<file path="src/serial_port_pkg.sv">
package serial_port_pkg;
   // register offsets on the plain register port
   localparam logic [7:0] CONFIG_ADDR = 8'hA1;
   localparam logic [7:0] MODE_ADDR = 8'hA2;
   localparam logic [7:0] STATUS_ADDR = 8'hA3;
   localparam logic [7:0] DATA_ADDR = 8'hA4;
   // config register fields
   localparam int CFG_IRQ_EN = 7;
   localparam int CFG_PORT_EN = 6;
   localparam int CFG_ROLE = 5;
   localparam int CFG_CPOL = 4;
   localparam int CFG_CPHA = 3;
   localparam int CFG_SAMPLE_EDGE = 2;
   localparam int CFG_CLK_FILT = 1;
   localparam int CFG_SEL_FILT = 0;
   localparam logic [7:0] CONFIG_RESET = 8'h20;
   // mode register fields
   localparam int MODE_THR_HI = 7;
   localparam int MODE_THR_LO = 6;
   localparam int MODE_QCLR = 5;
   localparam int MODE_RATE_LSB = 1;
   localparam int MODE_DIR = 0;
   localparam logic [7:0] MODE_RESET = 8'h00;
   // status register fields
   localparam int ST_DONE = 7;
   localparam int ST_RX_OVERRUN_FLAG = 6;
   localparam int ST_TX_OVERRUN_FLAG = 5;
   localparam int ST_TX_UNDERRUN_FLAG = 4;
   localparam int ST_RX_QUEUE_FULL = 3;
   localparam int ST_REMPTY = 2;
   localparam int ST_TX_QUEUE_FULL = 1;
   localparam int ST_TEMPTY = 0;
   // queue and byte geometry
   localparam int QUEUE_DEPTH = 4;
   localparam int BYTE_BITS = 8;
   // filter length in system clocks
   localparam int FILT_LEN = 3;
   typedef enum logic [1:0] {M_IDLE, M_LEAD, M_TRAIL} master_state_t;
endpackage

</file>
<file path="src/serial_port.sv">
// Local design decision: the address-and-strobe port.
`timescale 1ns/100ps
// Contract
// - separate four-byte transmit and receive queues
// - active-low select honoured only in slave role, ignored as master
// - serial clock at most a quarter of the system clock
// - clock rests high when polarity set, low when clear
// - master shift edge chosen by phase, reversed when polarity set
// - master samples on rising edge if sample bit set, else falling
// - slave samples rising, shifts falling when polarity equals phase; else reversed
// - two bits enable filters on select, and on clock plus data in
// - role bit set means master, clear means slave
// - two-bit threshold raises interrupt after 1 to 4 bytes
// - queue clear bit empties both queues
// - master rate field selects divisors 4,6,8,16,32,64,128,256
// - direction bit one msb first, zero lsb first
// - done flag set when the byte count reaches the threshold, cleared by write zero or disable
// - receive into full queue sets rx overrun flag and interrupt; here a data read in the same cycle drops the byte unflagged
// - write to full transmit queue sets tx overrun flag and interrupt
// - transfer with empty transmit queue sets underrun flag and interrupt
// - four read-only queue full and empty status bits
// - data read pops receive queue, data write pushes transmit queue
// - enable bit turns port on; interrupt enable gates flags
module serial_port
(
   input wire logic clk_i,
   input wire logic rst_b_i,
   input wire logic [7:0] addr_i,
   input wire logic [7:0] wdata_i,
   input wire logic wr_i,
   input wire logic rd_i,
   output logic [7:0] rdata_o,
   output logic irq_o,
   output logic sclk_o,
   output logic sclk_oe_o,
   input wire logic sclk_i,
   output logic data_out_o,
   input wire logic serial_data_in_i,
   input wire logic slave_select_n_i
);
   localparam int PW = $clog2(serial_port_pkg::QUEUE_DEPTH);

   // divisor half period for rate codes 000 to 110, in system clocks
   function automatic logic [6:0] half_div(input logic [2:0] code);
      case (code)
         3'h0: half_div = 7'h02;
         3'h1: half_div = 7'h03;
         3'h2: half_div = 7'h04;
         3'h3: half_div = 7'h08;
         3'h4: half_div = 7'h10;
         3'h5: half_div = 7'h20;
         3'h6: half_div = 7'h40;
         default: half_div = 7'h40;
      endcase
   endfunction
   // rate 111 needs 128 which overflows 7 bits, so widen via the 8-bit form
   function automatic logic [7:0] half_cnt(input logic [2:0] code);
      half_cnt = (code == 3'h7) ? 8'h80 : {1'b0, half_div(code)};
   endfunction

   // input synchronisers: two flops before anything reads the pins
   logic [1:0] sck_s_q, din_s_q, sel_s_q;
   logic [1:0] sck_s_d, din_s_d, sel_s_d;
   // filter stage: value accepted once stable for FILT_LEN clocks
   logic sck_f_q, din_f_q, sel_f_q, sck_f_d, din_f_d, sel_f_d;
   logic [1:0] sck_c_q, din_c_q, sel_c_q, sck_c_d, din_c_d, sel_c_d;
   logic sck_prev_q, sck_prev_d;
   logic sck_v, din_v, sel_v;

   // registers
   logic [7:0] cfg_q, cfg_d, mode_q, mode_d;
   logic done_q, rx_overrun_flag_q, tx_overrun_flag_q, tx_underrun_flag_q, done_d, rx_overrun_flag_d, tx_overrun_flag_d, tx_underrun_flag_d;
   logic [7:0] rdata_q, rdata_d;
   logic irq_q, irq_d;

   // queues
   logic [7:0] txq_q [serial_port_pkg::QUEUE_DEPTH];
   logic [7:0] rxq_q [serial_port_pkg::QUEUE_DEPTH];
   logic [PW-1:0] tx_rp_q, tx_wp_q, rx_rp_q, rx_wp_q;
   logic [PW-1:0] tx_rp_d, tx_wp_d, rx_rp_d, rx_wp_d;
   logic [PW:0] tx_n_q, rx_n_q, tx_n_d, rx_n_d;

   // shifter
   serial_port_pkg::master_state_t mst_q, mst_d;
   logic [7:0] div_q, div_d;
   logic [7:0] sh_tx_q, sh_tx_d, sh_rx_q, sh_rx_d;
   logic [3:0] bit_q, bit_d;
   logic [2:0] xfer_cnt_q, xfer_cnt_d;
   logic sclk_q, sclk_d, dout_q, dout_d, oe_q, oe_d;

   logic en, master, cpol, cpha, msb_first;
   logic wr_data, rd_data, q_clear;
   logic push_rx, pop_tx, byte_done;
   logic lead_edge, trail_edge, do_sample, do_shift, s_rise, s_fall;
   logic samp_dly_q, samp_dly_d;
   logic [7:0] rx_byte;
   logic [2:0] thr;

   assign en = cfg_q[serial_port_pkg::CFG_PORT_EN];
   assign master = cfg_q[serial_port_pkg::CFG_ROLE];
   assign cpol = cfg_q[serial_port_pkg::CFG_CPOL];
   assign cpha = cfg_q[serial_port_pkg::CFG_CPHA];
   assign msb_first = mode_q[serial_port_pkg::MODE_DIR];
   assign wr_data = wr_i && addr_i == serial_port_pkg::DATA_ADDR;
   assign rd_data = rd_i && addr_i == serial_port_pkg::DATA_ADDR;
   assign q_clear = wr_i && addr_i == serial_port_pkg::MODE_ADDR
      && wdata_i[serial_port_pkg::MODE_QCLR];
   assign thr = {1'b0, mode_q[serial_port_pkg::MODE_THR_HI:serial_port_pkg::MODE_THR_LO]};

   // synchronise and optionally filter the slave-side pins
   always_comb
   begin
      sck_s_d = {sck_s_q[0], sclk_i};
      din_s_d = {din_s_q[0], serial_data_in_i};
      sel_s_d = {sel_s_q[0], slave_select_n_i};
      sck_c_d = (sck_s_q[1] == sck_f_q) ? 2'h0 : sck_c_q + 2'h1;
      din_c_d = (din_s_q[1] == din_f_q) ? 2'h0 : din_c_q + 2'h1;
      sel_c_d = (sel_s_q[1] == sel_f_q) ? 2'h0 : sel_c_q + 2'h1;
      sck_f_d = (sck_c_q == 2'(serial_port_pkg::FILT_LEN - 1)) ? sck_s_q[1] : sck_f_q;
      din_f_d = (din_c_q == 2'(serial_port_pkg::FILT_LEN - 1)) ? din_s_q[1] : din_f_q;
      sel_f_d = (sel_c_q == 2'(serial_port_pkg::FILT_LEN - 1)) ? sel_s_q[1] : sel_f_q;
      if (sck_s_q[1] == sck_f_q)
         sck_c_d = 2'h0;
      sck_prev_d = sck_v;
   end
   // filtered or raw view chosen per enable bit
   assign sck_v = cfg_q[serial_port_pkg::CFG_CLK_FILT] ? sck_f_q : sck_s_q[1];
   assign din_v = cfg_q[serial_port_pkg::CFG_CLK_FILT] ? din_f_q : din_s_q[1];
   assign sel_v = cfg_q[serial_port_pkg::CFG_SEL_FILT] ? sel_f_q : sel_s_q[1];
   assign s_rise = sck_v && !sck_prev_q;
   assign s_fall = !sck_v && sck_prev_q;

   always_ff @(posedge clk_i)
   begin
      if (!rst_b_i)
      begin
         sck_s_q <= 2'h0;
         din_s_q <= 2'h0;
         sel_s_q <= 2'h3;
         sck_c_q <= 2'h0;
         din_c_q <= 2'h0;
         sel_c_q <= 2'h0;
         sck_f_q <= 1'b0;
         din_f_q <= 1'b0;
         sel_f_q <= 1'b1;
         sck_prev_q <= 1'b0;
         samp_dly_q <= 1'b0;
      end
      else
      begin
         sck_s_q <= sck_s_d;
         din_s_q <= din_s_d;
         sel_s_q <= sel_s_d;
         sck_c_q <= sck_c_d;
         din_c_q <= din_c_d;
         sel_c_q <= sel_c_d;
         sck_f_q <= sck_f_d;
         din_f_q <= din_f_d;
         sel_f_q <= sel_f_d;
         sck_prev_q <= sck_prev_d;
         samp_dly_q <= samp_dly_d;
      end
   end

   // edge roles: lead is the first edge away from idle level
   always_comb
   begin
      lead_edge = 1'b0;
      trail_edge = 1'b0;
      do_sample = 1'b0;
      do_shift = 1'b0;
      samp_dly_d = 1'b0;
      if (master)
      begin
         // divider reached half period: toggle clock
         if (mst_q != serial_port_pkg::M_IDLE && div_q == 8'h01)
         begin
            lead_edge = (mst_q == serial_port_pkg::M_LEAD);
            trail_edge = (mst_q == serial_port_pkg::M_TRAIL);
         end
         // new clock level after the edge decides rise or fall
         do_shift = (lead_edge || trail_edge)
            && ((lead_edge ^ cpol) == (cpha ^ cpol));
         // the slave's new bit reaches the synchroniser late, so take it one cycle after the edge
         samp_dly_d = (lead_edge || trail_edge)
            && ((lead_edge ^ cpol) == cfg_q[serial_port_pkg::CFG_SAMPLE_EDGE]);
         do_sample = samp_dly_q;
      end
      else if (!sel_v)
      begin
         do_sample = (cpol == cpha) ? s_rise : s_fall;
         do_shift = (cpol == cpha) ? s_fall : s_rise;
      end
   end
   // bit order on the assembled receive byte
   assign rx_byte = msb_first ? {sh_rx_q[6:0], din_v} : {din_v, sh_rx_q[7:1]};
   assign byte_done = do_sample && bit_q == 4'(serial_port_pkg::BYTE_BITS - 1);
   assign push_rx = byte_done && en;
   assign pop_tx = en && bit_q == 4'h0 && tx_n_q != '0
      && (master ? mst_q == serial_port_pkg::M_IDLE : do_shift == 1'b0 && bit_q == 4'h0);

   // shifter and master clock generator
   always_comb
   begin
      mst_d = mst_q;
      div_d = div_q;
      sh_tx_d = sh_tx_q;
      sh_rx_d = sh_rx_q;
      bit_d = bit_q;
      sclk_d = cpol;
      dout_d = dout_q;
      oe_d = master && en;
      if (!en || q_clear)
      begin
         mst_d = serial_port_pkg::M_IDLE;
         bit_d = 4'h0;
      end
      else if (master)
      begin
         case (mst_q)
            serial_port_pkg::M_IDLE:
            begin
               if (tx_n_q != '0)
               begin
                  mst_d = serial_port_pkg::M_LEAD;
                  div_d = half_cnt(mode_q[3:serial_port_pkg::MODE_RATE_LSB]);
                  sh_tx_d = txq_q[tx_rp_q];
                  dout_d = msb_first ? txq_q[tx_rp_q][7] : txq_q[tx_rp_q][0];
                  bit_d = 4'h0;
               end
            end
            serial_port_pkg::M_LEAD:
            begin
               sclk_d = cpol;
               div_d = div_q - 8'h01;
               if (div_q == 8'h01)
               begin
                  mst_d = serial_port_pkg::M_TRAIL;
                  sclk_d = !cpol;
                  div_d = half_cnt(mode_q[3:serial_port_pkg::MODE_RATE_LSB]);
               end
            end
            serial_port_pkg::M_TRAIL:
            begin
               sclk_d = !cpol;
               div_d = div_q - 8'h01;
               if (div_q == 8'h01)
               begin
                  sclk_d = cpol;
                  div_d = half_cnt(mode_q[3:serial_port_pkg::MODE_RATE_LSB]);
                  mst_d = (bit_q == 4'(serial_port_pkg::BYTE_BITS))
                     ? serial_port_pkg::M_IDLE : serial_port_pkg::M_LEAD;
               end
            end
            default: mst_d = serial_port_pkg::M_IDLE;
         endcase
         if (lead_edge || trail_edge)
            sclk_d = lead_edge ? !cpol : cpol;
      end
      else if (pop_tx)
      begin
         sh_tx_d = txq_q[tx_rp_q];
         dout_d = msb_first ? txq_q[tx_rp_q][7] : txq_q[tx_rp_q][0];
      end
      if (en && do_sample)
      begin
         sh_rx_d = rx_byte;
         bit_d = byte_done ? (master ? 4'(serial_port_pkg::BYTE_BITS) : 4'h0) : bit_q + 4'h1;
      end
      if (en && do_shift && bit_q != 4'h0)
      begin
         sh_tx_d = msb_first ? {sh_tx_q[6:0], 1'b0} : {1'b0, sh_tx_q[7:1]};
         dout_d = msb_first ? sh_tx_q[6] : sh_tx_q[1];
      end
      if (master && mst_q == serial_port_pkg::M_TRAIL && div_q == 8'h01
         && bit_q == 4'(serial_port_pkg::BYTE_BITS))
         bit_d = 4'h0;
   end

   // queues: counts and pointers, with full and empty guards; overrun and underrun flags are set with the registers
   always_comb
   begin
      tx_rp_d = tx_rp_q;
      tx_wp_d = tx_wp_q;
      rx_rp_d = rx_rp_q;
      rx_wp_d = rx_wp_q;
      tx_n_d = tx_n_q;
      rx_n_d = rx_n_q;
      if (pop_tx && master)
      begin
         tx_rp_d = tx_rp_q + 1'b1;
         tx_n_d = tx_n_d - 1'b1;
      end
      else if (!master && en && !sel_v && do_shift && bit_q == 4'h0 && tx_n_q != '0)
      begin
         tx_rp_d = tx_rp_q + 1'b1;
         tx_n_d = tx_n_d - 1'b1;
      end
      if (wr_data && tx_n_q != (PW+1)'(serial_port_pkg::QUEUE_DEPTH))
      begin
         tx_wp_d = tx_wp_q + 1'b1;
         tx_n_d = tx_n_d + 1'b1;
      end
      if (push_rx && rx_n_q != (PW+1)'(serial_port_pkg::QUEUE_DEPTH))
      begin
         rx_wp_d = rx_wp_q + 1'b1;
         rx_n_d = rx_n_d + 1'b1;
      end
      if (rd_data && rx_n_q != '0)
      begin
         rx_rp_d = rx_rp_q + 1'b1;
         rx_n_d = rx_n_d - 1'b1;
      end
      if (q_clear)
      begin
         tx_rp_d = '0;
         tx_wp_d = '0;
         rx_rp_d = '0;
         rx_wp_d = '0;
         tx_n_d = '0;
         rx_n_d = '0;
      end
   end

   // register writes and flags; hardware set beats software clear
   always_comb
   begin
      cfg_d = cfg_q;
      mode_d = mode_q;
      done_d = done_q;
      rx_overrun_flag_d = rx_overrun_flag_q;
      tx_overrun_flag_d = tx_overrun_flag_q;
      tx_underrun_flag_d = tx_underrun_flag_q;
      xfer_cnt_d = xfer_cnt_q;
      rdata_d = 8'h00;
      if (wr_i && addr_i == serial_port_pkg::CONFIG_ADDR)
         cfg_d = wdata_i;
      if (wr_i && addr_i == serial_port_pkg::MODE_ADDR)
         mode_d = wdata_i & ~(8'h01 << serial_port_pkg::MODE_QCLR); // clear is a strobe
      if (wr_i && addr_i == serial_port_pkg::STATUS_ADDR)
      begin
         done_d = done_q & wdata_i[serial_port_pkg::ST_DONE];
         rx_overrun_flag_d = rx_overrun_flag_q & wdata_i[serial_port_pkg::ST_RX_OVERRUN_FLAG];
         tx_overrun_flag_d = tx_overrun_flag_q & wdata_i[serial_port_pkg::ST_TX_OVERRUN_FLAG];
         tx_underrun_flag_d = tx_underrun_flag_q & wdata_i[serial_port_pkg::ST_TX_UNDERRUN_FLAG];
      end
      if (byte_done && en)
      begin
         xfer_cnt_d = (xfer_cnt_q >= thr) ? 3'h0 : xfer_cnt_q + 3'h1;
         if (xfer_cnt_q >= thr)
            done_d = 1'b1;
         if (rx_n_q == (PW+1)'(serial_port_pkg::QUEUE_DEPTH) && !rd_data)
            rx_overrun_flag_d = 1'b1;
      end
      if (wr_data && tx_n_q == (PW+1)'(serial_port_pkg::QUEUE_DEPTH))
         tx_overrun_flag_d = 1'b1;
      if (en && !master && !sel_v && do_shift && bit_q == 4'h0 && tx_n_q == '0)
         tx_underrun_flag_d = 1'b1;
      if (!en)
      begin
         done_d = 1'b0;
         rx_overrun_flag_d = 1'b0;
         tx_overrun_flag_d = 1'b0;
         tx_underrun_flag_d = 1'b0;
         xfer_cnt_d = 3'h0;
      end
      if (rd_i)
      begin
         case (addr_i)
            serial_port_pkg::CONFIG_ADDR: rdata_d = cfg_q;
            serial_port_pkg::MODE_ADDR: rdata_d = mode_q;
            serial_port_pkg::STATUS_ADDR:
               rdata_d = {done_q, rx_overrun_flag_q, tx_overrun_flag_q, tx_underrun_flag_q,
                  rx_n_q == (PW+1)'(serial_port_pkg::QUEUE_DEPTH), rx_n_q == '0,
                  tx_n_q == (PW+1)'(serial_port_pkg::QUEUE_DEPTH), tx_n_q == '0};
            serial_port_pkg::DATA_ADDR: rdata_d = rxq_q[rx_rp_q];
            default: rdata_d = 8'h00;
         endcase
      end
      irq_d = cfg_q[serial_port_pkg::CFG_IRQ_EN]
         && (done_q || rx_overrun_flag_q || tx_overrun_flag_q || tx_underrun_flag_q);
   end

   always_ff @(posedge clk_i)
   begin
      if (!rst_b_i)
      begin
         cfg_q <= serial_port_pkg::CONFIG_RESET;
         mode_q <= serial_port_pkg::MODE_RESET;
         {done_q, rx_overrun_flag_q, tx_overrun_flag_q, tx_underrun_flag_q} <= 4'h0;
         rdata_q <= 8'h00;
         irq_q <= 1'b0;
         xfer_cnt_q <= 3'h0;
         tx_rp_q <= '0;
         tx_wp_q <= '0;
         rx_rp_q <= '0;
         rx_wp_q <= '0;
         tx_n_q <= '0;
         rx_n_q <= '0;
         mst_q <= serial_port_pkg::M_IDLE;
         div_q <= 8'h00;
         sh_tx_q <= 8'h00;
         sh_rx_q <= 8'h00;
         bit_q <= 4'h0;
         sclk_q <= 1'b0;
         dout_q <= 1'b0;
         oe_q <= 1'b0;
      end
      else
      begin
         cfg_q <= cfg_d;
         mode_q <= mode_d;
         {done_q, rx_overrun_flag_q, tx_overrun_flag_q, tx_underrun_flag_q} <= {done_d, rx_overrun_flag_d, tx_overrun_flag_d, tx_underrun_flag_d};
         rdata_q <= rdata_d;
         irq_q <= irq_d;
         xfer_cnt_q <= xfer_cnt_d;
         tx_rp_q <= tx_rp_d;
         tx_wp_q <= tx_wp_d;
         rx_rp_q <= rx_rp_d;
         rx_wp_q <= rx_wp_d;
         tx_n_q <= tx_n_d;
         rx_n_q <= rx_n_d;
         mst_q <= mst_d;
         div_q <= div_d;
         sh_tx_q <= sh_tx_d;
         sh_rx_q <= sh_rx_d;
         bit_q <= bit_d;
         sclk_q <= sclk_d;
         dout_q <= dout_d;
         oe_q <= oe_d;
      end
   end

   // queue storage, no reset needed on data words
   always_ff @(posedge clk_i)
   begin
      if (wr_data && tx_n_q != (PW+1)'(serial_port_pkg::QUEUE_DEPTH))
         txq_q[tx_wp_q] <= wdata_i;
      if (push_rx && rx_n_q != (PW+1)'(serial_port_pkg::QUEUE_DEPTH))
         rxq_q[rx_wp_q] <= rx_byte;
   end

   assign rdata_o = rdata_q;
   assign irq_o = irq_q;
   assign sclk_o = sclk_q;
   assign sclk_oe_o = oe_q;
   assign data_out_o = dout_q;
endmodule

</file>
<file path="config.mk">
export PLATFORM = sky130hd
export DESIGN_NAME = serial_port
export DESIGN_NICKNAME = d
export VERILOG_FILES = /design/src/serial_port_pkg.sv /design/src/serial_port.sv
export SDC_FILE = /design/constraint.sdc
export NUM_CORES = 1
export LEC_CHECK = 0
export ABC_AREA = 1
export BUFFER_PORTS_ARGS = -buffer_cell sky130_fd_sc_hd__buf_4
export CAP_MARGIN = 30
export CORE_ASPECT_RATIO = 0.7
export CORE_UTILIZATION = 35
export CTS_CLUSTER_SIZE = 16
export DETAILED_ROUTE_END_ITERATION = 10
export GPL_TIMING_DRIVEN = 0
export PLACE_DENSITY_LB_ADDON = 0.1
export SYNTH_ARGS = -nofsm -noshare
export SYNTH_HDL_FRONTEND = slang
export SYNTH_SLANG_ARGS = --single-unit
</file>
<file path="constraint.sdc">
create_clock -name clk_i -period 6.3 [get_ports clk_i]
set_input_delay 0.315 -clock clk_i [delete_from_list [all_inputs] [get_ports clk_i]]
set_output_delay 0.315 -clock clk_i [all_outputs]
set_load 0.05 [all_outputs]
</file>
==> results.ini <==
[status]
status=finished clean

[run]
drv_cap=0

[clock_network]
cts_root_buf=clkbuf_16
clock_latency_ns=0.43
cts_buffers=17
clk_path_buf_depth=2
cts_tree=done
cts_resized=0
clkTransAtPathRegs_ns=0.07
cts.htree.levels=4
cts_sinks=163
cts_hold_buffers=0
cts_setup_buffers=0

[routing]
antenna_left=0
firstDrtPassIters=5
vias=6091
routedWlPerCell_um=15.9
drt_iter0_drc=403
routed_wl_um=19700
vias_per_cell=4.93
drcViolationCount=0

[critical_path]
cp_slowest_cell=nor2_1
required_ns=6.35
slowest_delay_ns=0.69
critPathCapture=rxq_q[1][3]
reg2reg_depth=6
r2r-end=rxq_q[1][3]
r2r_slack_ns=3.41
startpoint_type=flip-flop
path_common_cell=nand4_1
crit_chain=o21ai_0 -> nand4_1 -> nand2_2 -> nand4_1 -> buf_4 -> nor2_1
path_max_fanout=10
end_kind=flip-flop
timing.rr.start=cfg_q[0]
critPathArrivalTime_ns=2.94
crit_type=reg2reg
crit_start=cfg_q[0]

[final_layout]
antenna_cells=0
fin_util_pct=41.6
area_growth_pct=15.5
layout-drive-gt1-share_pct=10.3
fin_cells=1235
final_nets=998

[die]
die-area_mm2=0.0222
core.rowCount=44
num_io_pins=35
fp.dieH_um=125
core-area_mm2=0.0209
start_util_pct=36.1
die_x_um=177

[synthesis]
synth_largest_area_cell=dfxtp_1
syn_nets=946
synthTopCellsByArea=dfxtp_1 (26%), edfxtp_1 (25%), nand2_1 (7.7%), o21ai_0 (6.7%), inv_1 (5.2%)
synth_top_area_share_pct=26.3
yosysWarnings=0
synth_edf_count=64
netlist_instances=894
ys.flop_type=dfxtp_1
netlist-cell-type-count=44
async_reset_ff_share_pct=0
yosysSeqAreaShare_pct=51.7
syn_area_per_cell_um2=8.44
synth_area_mm2=0.00754
ys_seq_elements=163

[sta]
relSlewSlack_pct=38.7
fmax_mhz=346
drv_slew=0
finalHoldViolCount=0
tightest_slew_ns=0.909
setup-violations-final=0
period_minus_slack_ns=2.89
finalCritPeriodShare_pct=45.9
setup_tns_ns=0
clock-skew-final_ns=0.00896
holdWs_ns=0.0678
grt_setup_unrepaired=no

[power_and_ir_drop]
p_leak_uw=0.00348
peakVddDrop_v=0.000249
power_density_mw_per_mm2=247

[place]
place_congestion=0.847
portBuffers=33
dpl.cell_count=1203
hpwl_um=14600

[global_route]
antenna_found_initial=0
grt_pass1_wl_um=30300
grt_usage_pct=18.5
grt_pass1_vias=5320
grt_max_degree=17
gr-total-overflow=0

[hold_path]
hold_class=in2reg

-- where the power goes --
part	switching [uW]	internal (uW)
sequential	1.56	1090
clock	455	558
combinational	32.3	15.6
-- through the flow --
stage | instance area, um2 | setup slack [ns] | power, uW
2_1_floorplan | 7540 | 4.31 | 1140
3_3_place_gp | 8140 | 3.40 | 1170
3_5_place_dp | 8140 | 3.44 | 1170
4_1_cts | 8710 | 3.42 | 2180
5_1_grt | 8710 | 3.19 | 2230
6_report | 8710 | 3.41 | 2160
-- final cells by class --
class / count / area, um2
sequential: 163 / 3900
buffer: 27 / 116
clock inverter: 11 / 91.3
timing repair buffer: 33 / 248
multi-input combinational: 595 / 3110
tap: 276 / 345
inverter: 109 / 412
fill: 2150 / 12200
clock buffer: 21 / 482
-- state kept, by name, indices dropped and copies added (netlist names), 4 cells and up, named ones only --
name,count
rdata_o,8
sh_tx_q,8
sh_rx_q,8
txq_q,32
bit_q,4
div_q,8
mode_q,7
cfg_q,8
rxq_q,32
-- synth_stat cells, types with 10 or more instances --
library cell and n:
nand2_1 154, inv_1 104, nor2_1 103, o21ai_0 101
dfxtp_1 99, edfxtp_1 64, nand3_1 58, a21oi_1 54
ha_1 29, clkbuf_1 17, o22ai_1 13, a211oi_1 10
-- cell families (layout without fill, tap and decap cells) --
logic type,count (synthesis),count (layout),synth area share (%)
AO/OA/AOI/OAI,198,198,14.6
buffers and inverters,136,201,7.00
XOR/XNOR,12,12,1.39
AND/OR/NAND/NOR,356,356,20.5
adder cells (fa/ha/maj),29,29,4.81
flip-flops,163,163,51.7
-- critical path, delay by kind of cell, from the launching register on --
kind | cells | cell delay (ns)
AND/OR/NAND/NOR | 4 | 1.28
AO/OA/AOI/OAI | 1 | 0.58
flip-flops | 1 | 0.39
buffers and inverters | 1 | 0.26
-- how the worst min path moves through the flow --
stage | slack [ns] | start | depth (start not counted) | endpoint
2_1_floorplan | 0.39 | din_s_q[0] | 2 | din_s_q[1]
3_3_place_gp | 0.39 | din_s_q[0] | 2 | din_s_q[1]
3_5_place_dp | 0.40 | din_c_q[0] | 1 | din_c_q[0]
4_1_cts | 0.05 | serial_data_in_i | 3 | din_s_q[0]
5_1_grt | 0.05 | serial_data_in_i | 3 | din_s_q[0]
6_report | 0.07 | serial_data_in_i | 3 | din_s_q[0]
-- routing by layer --
metal | routed length [um] | track usage (%)
met1 | 10800 | 29.9
met3 | 1180 | 4.37
met2 | 7550 | 23.6
met5 | 0 | 0
met4 | 194 | 5.18
-- layout by cell type, fill, tap and decap left out, types with 2 or more instances in the layout --
cell type	netlist	routed
inv_6	0	3
clkbuf_16	0	18
dfxtp_1	99	99
a211oi_1	10	10
nand3_2	2	2
xnor2_1	3	3
a41oi_1	2	2
buf_4	1	34
inv_1	104	104
or2_2	5	5
nand2_1	154	154
nor2_2	4	4
a21oi_1	54	54
edfxtp_1	64	64
nand3_1	58	58
clkinv_4	0	5
a221oi_1	4	4
xor2_1	9	9
o31ai_1	2	2
nand2_4	2	2
nor4_1	2	2
ha_1	29	29
buf_2	9	9
nand4_1	9	9
nor2_1	103	103
o22ai_1	13	13
nor3_1	8	8
inv_2	3	3
o32ai_1	2	2
clkbuf_1	17	18
o211ai_1	3	3
nand2_2	4	4
clkbuf_8	0	2
clkinv_2	0	2
o21ai_0	101	101
No activity file was read; power rests on OpenSTA's default activity.
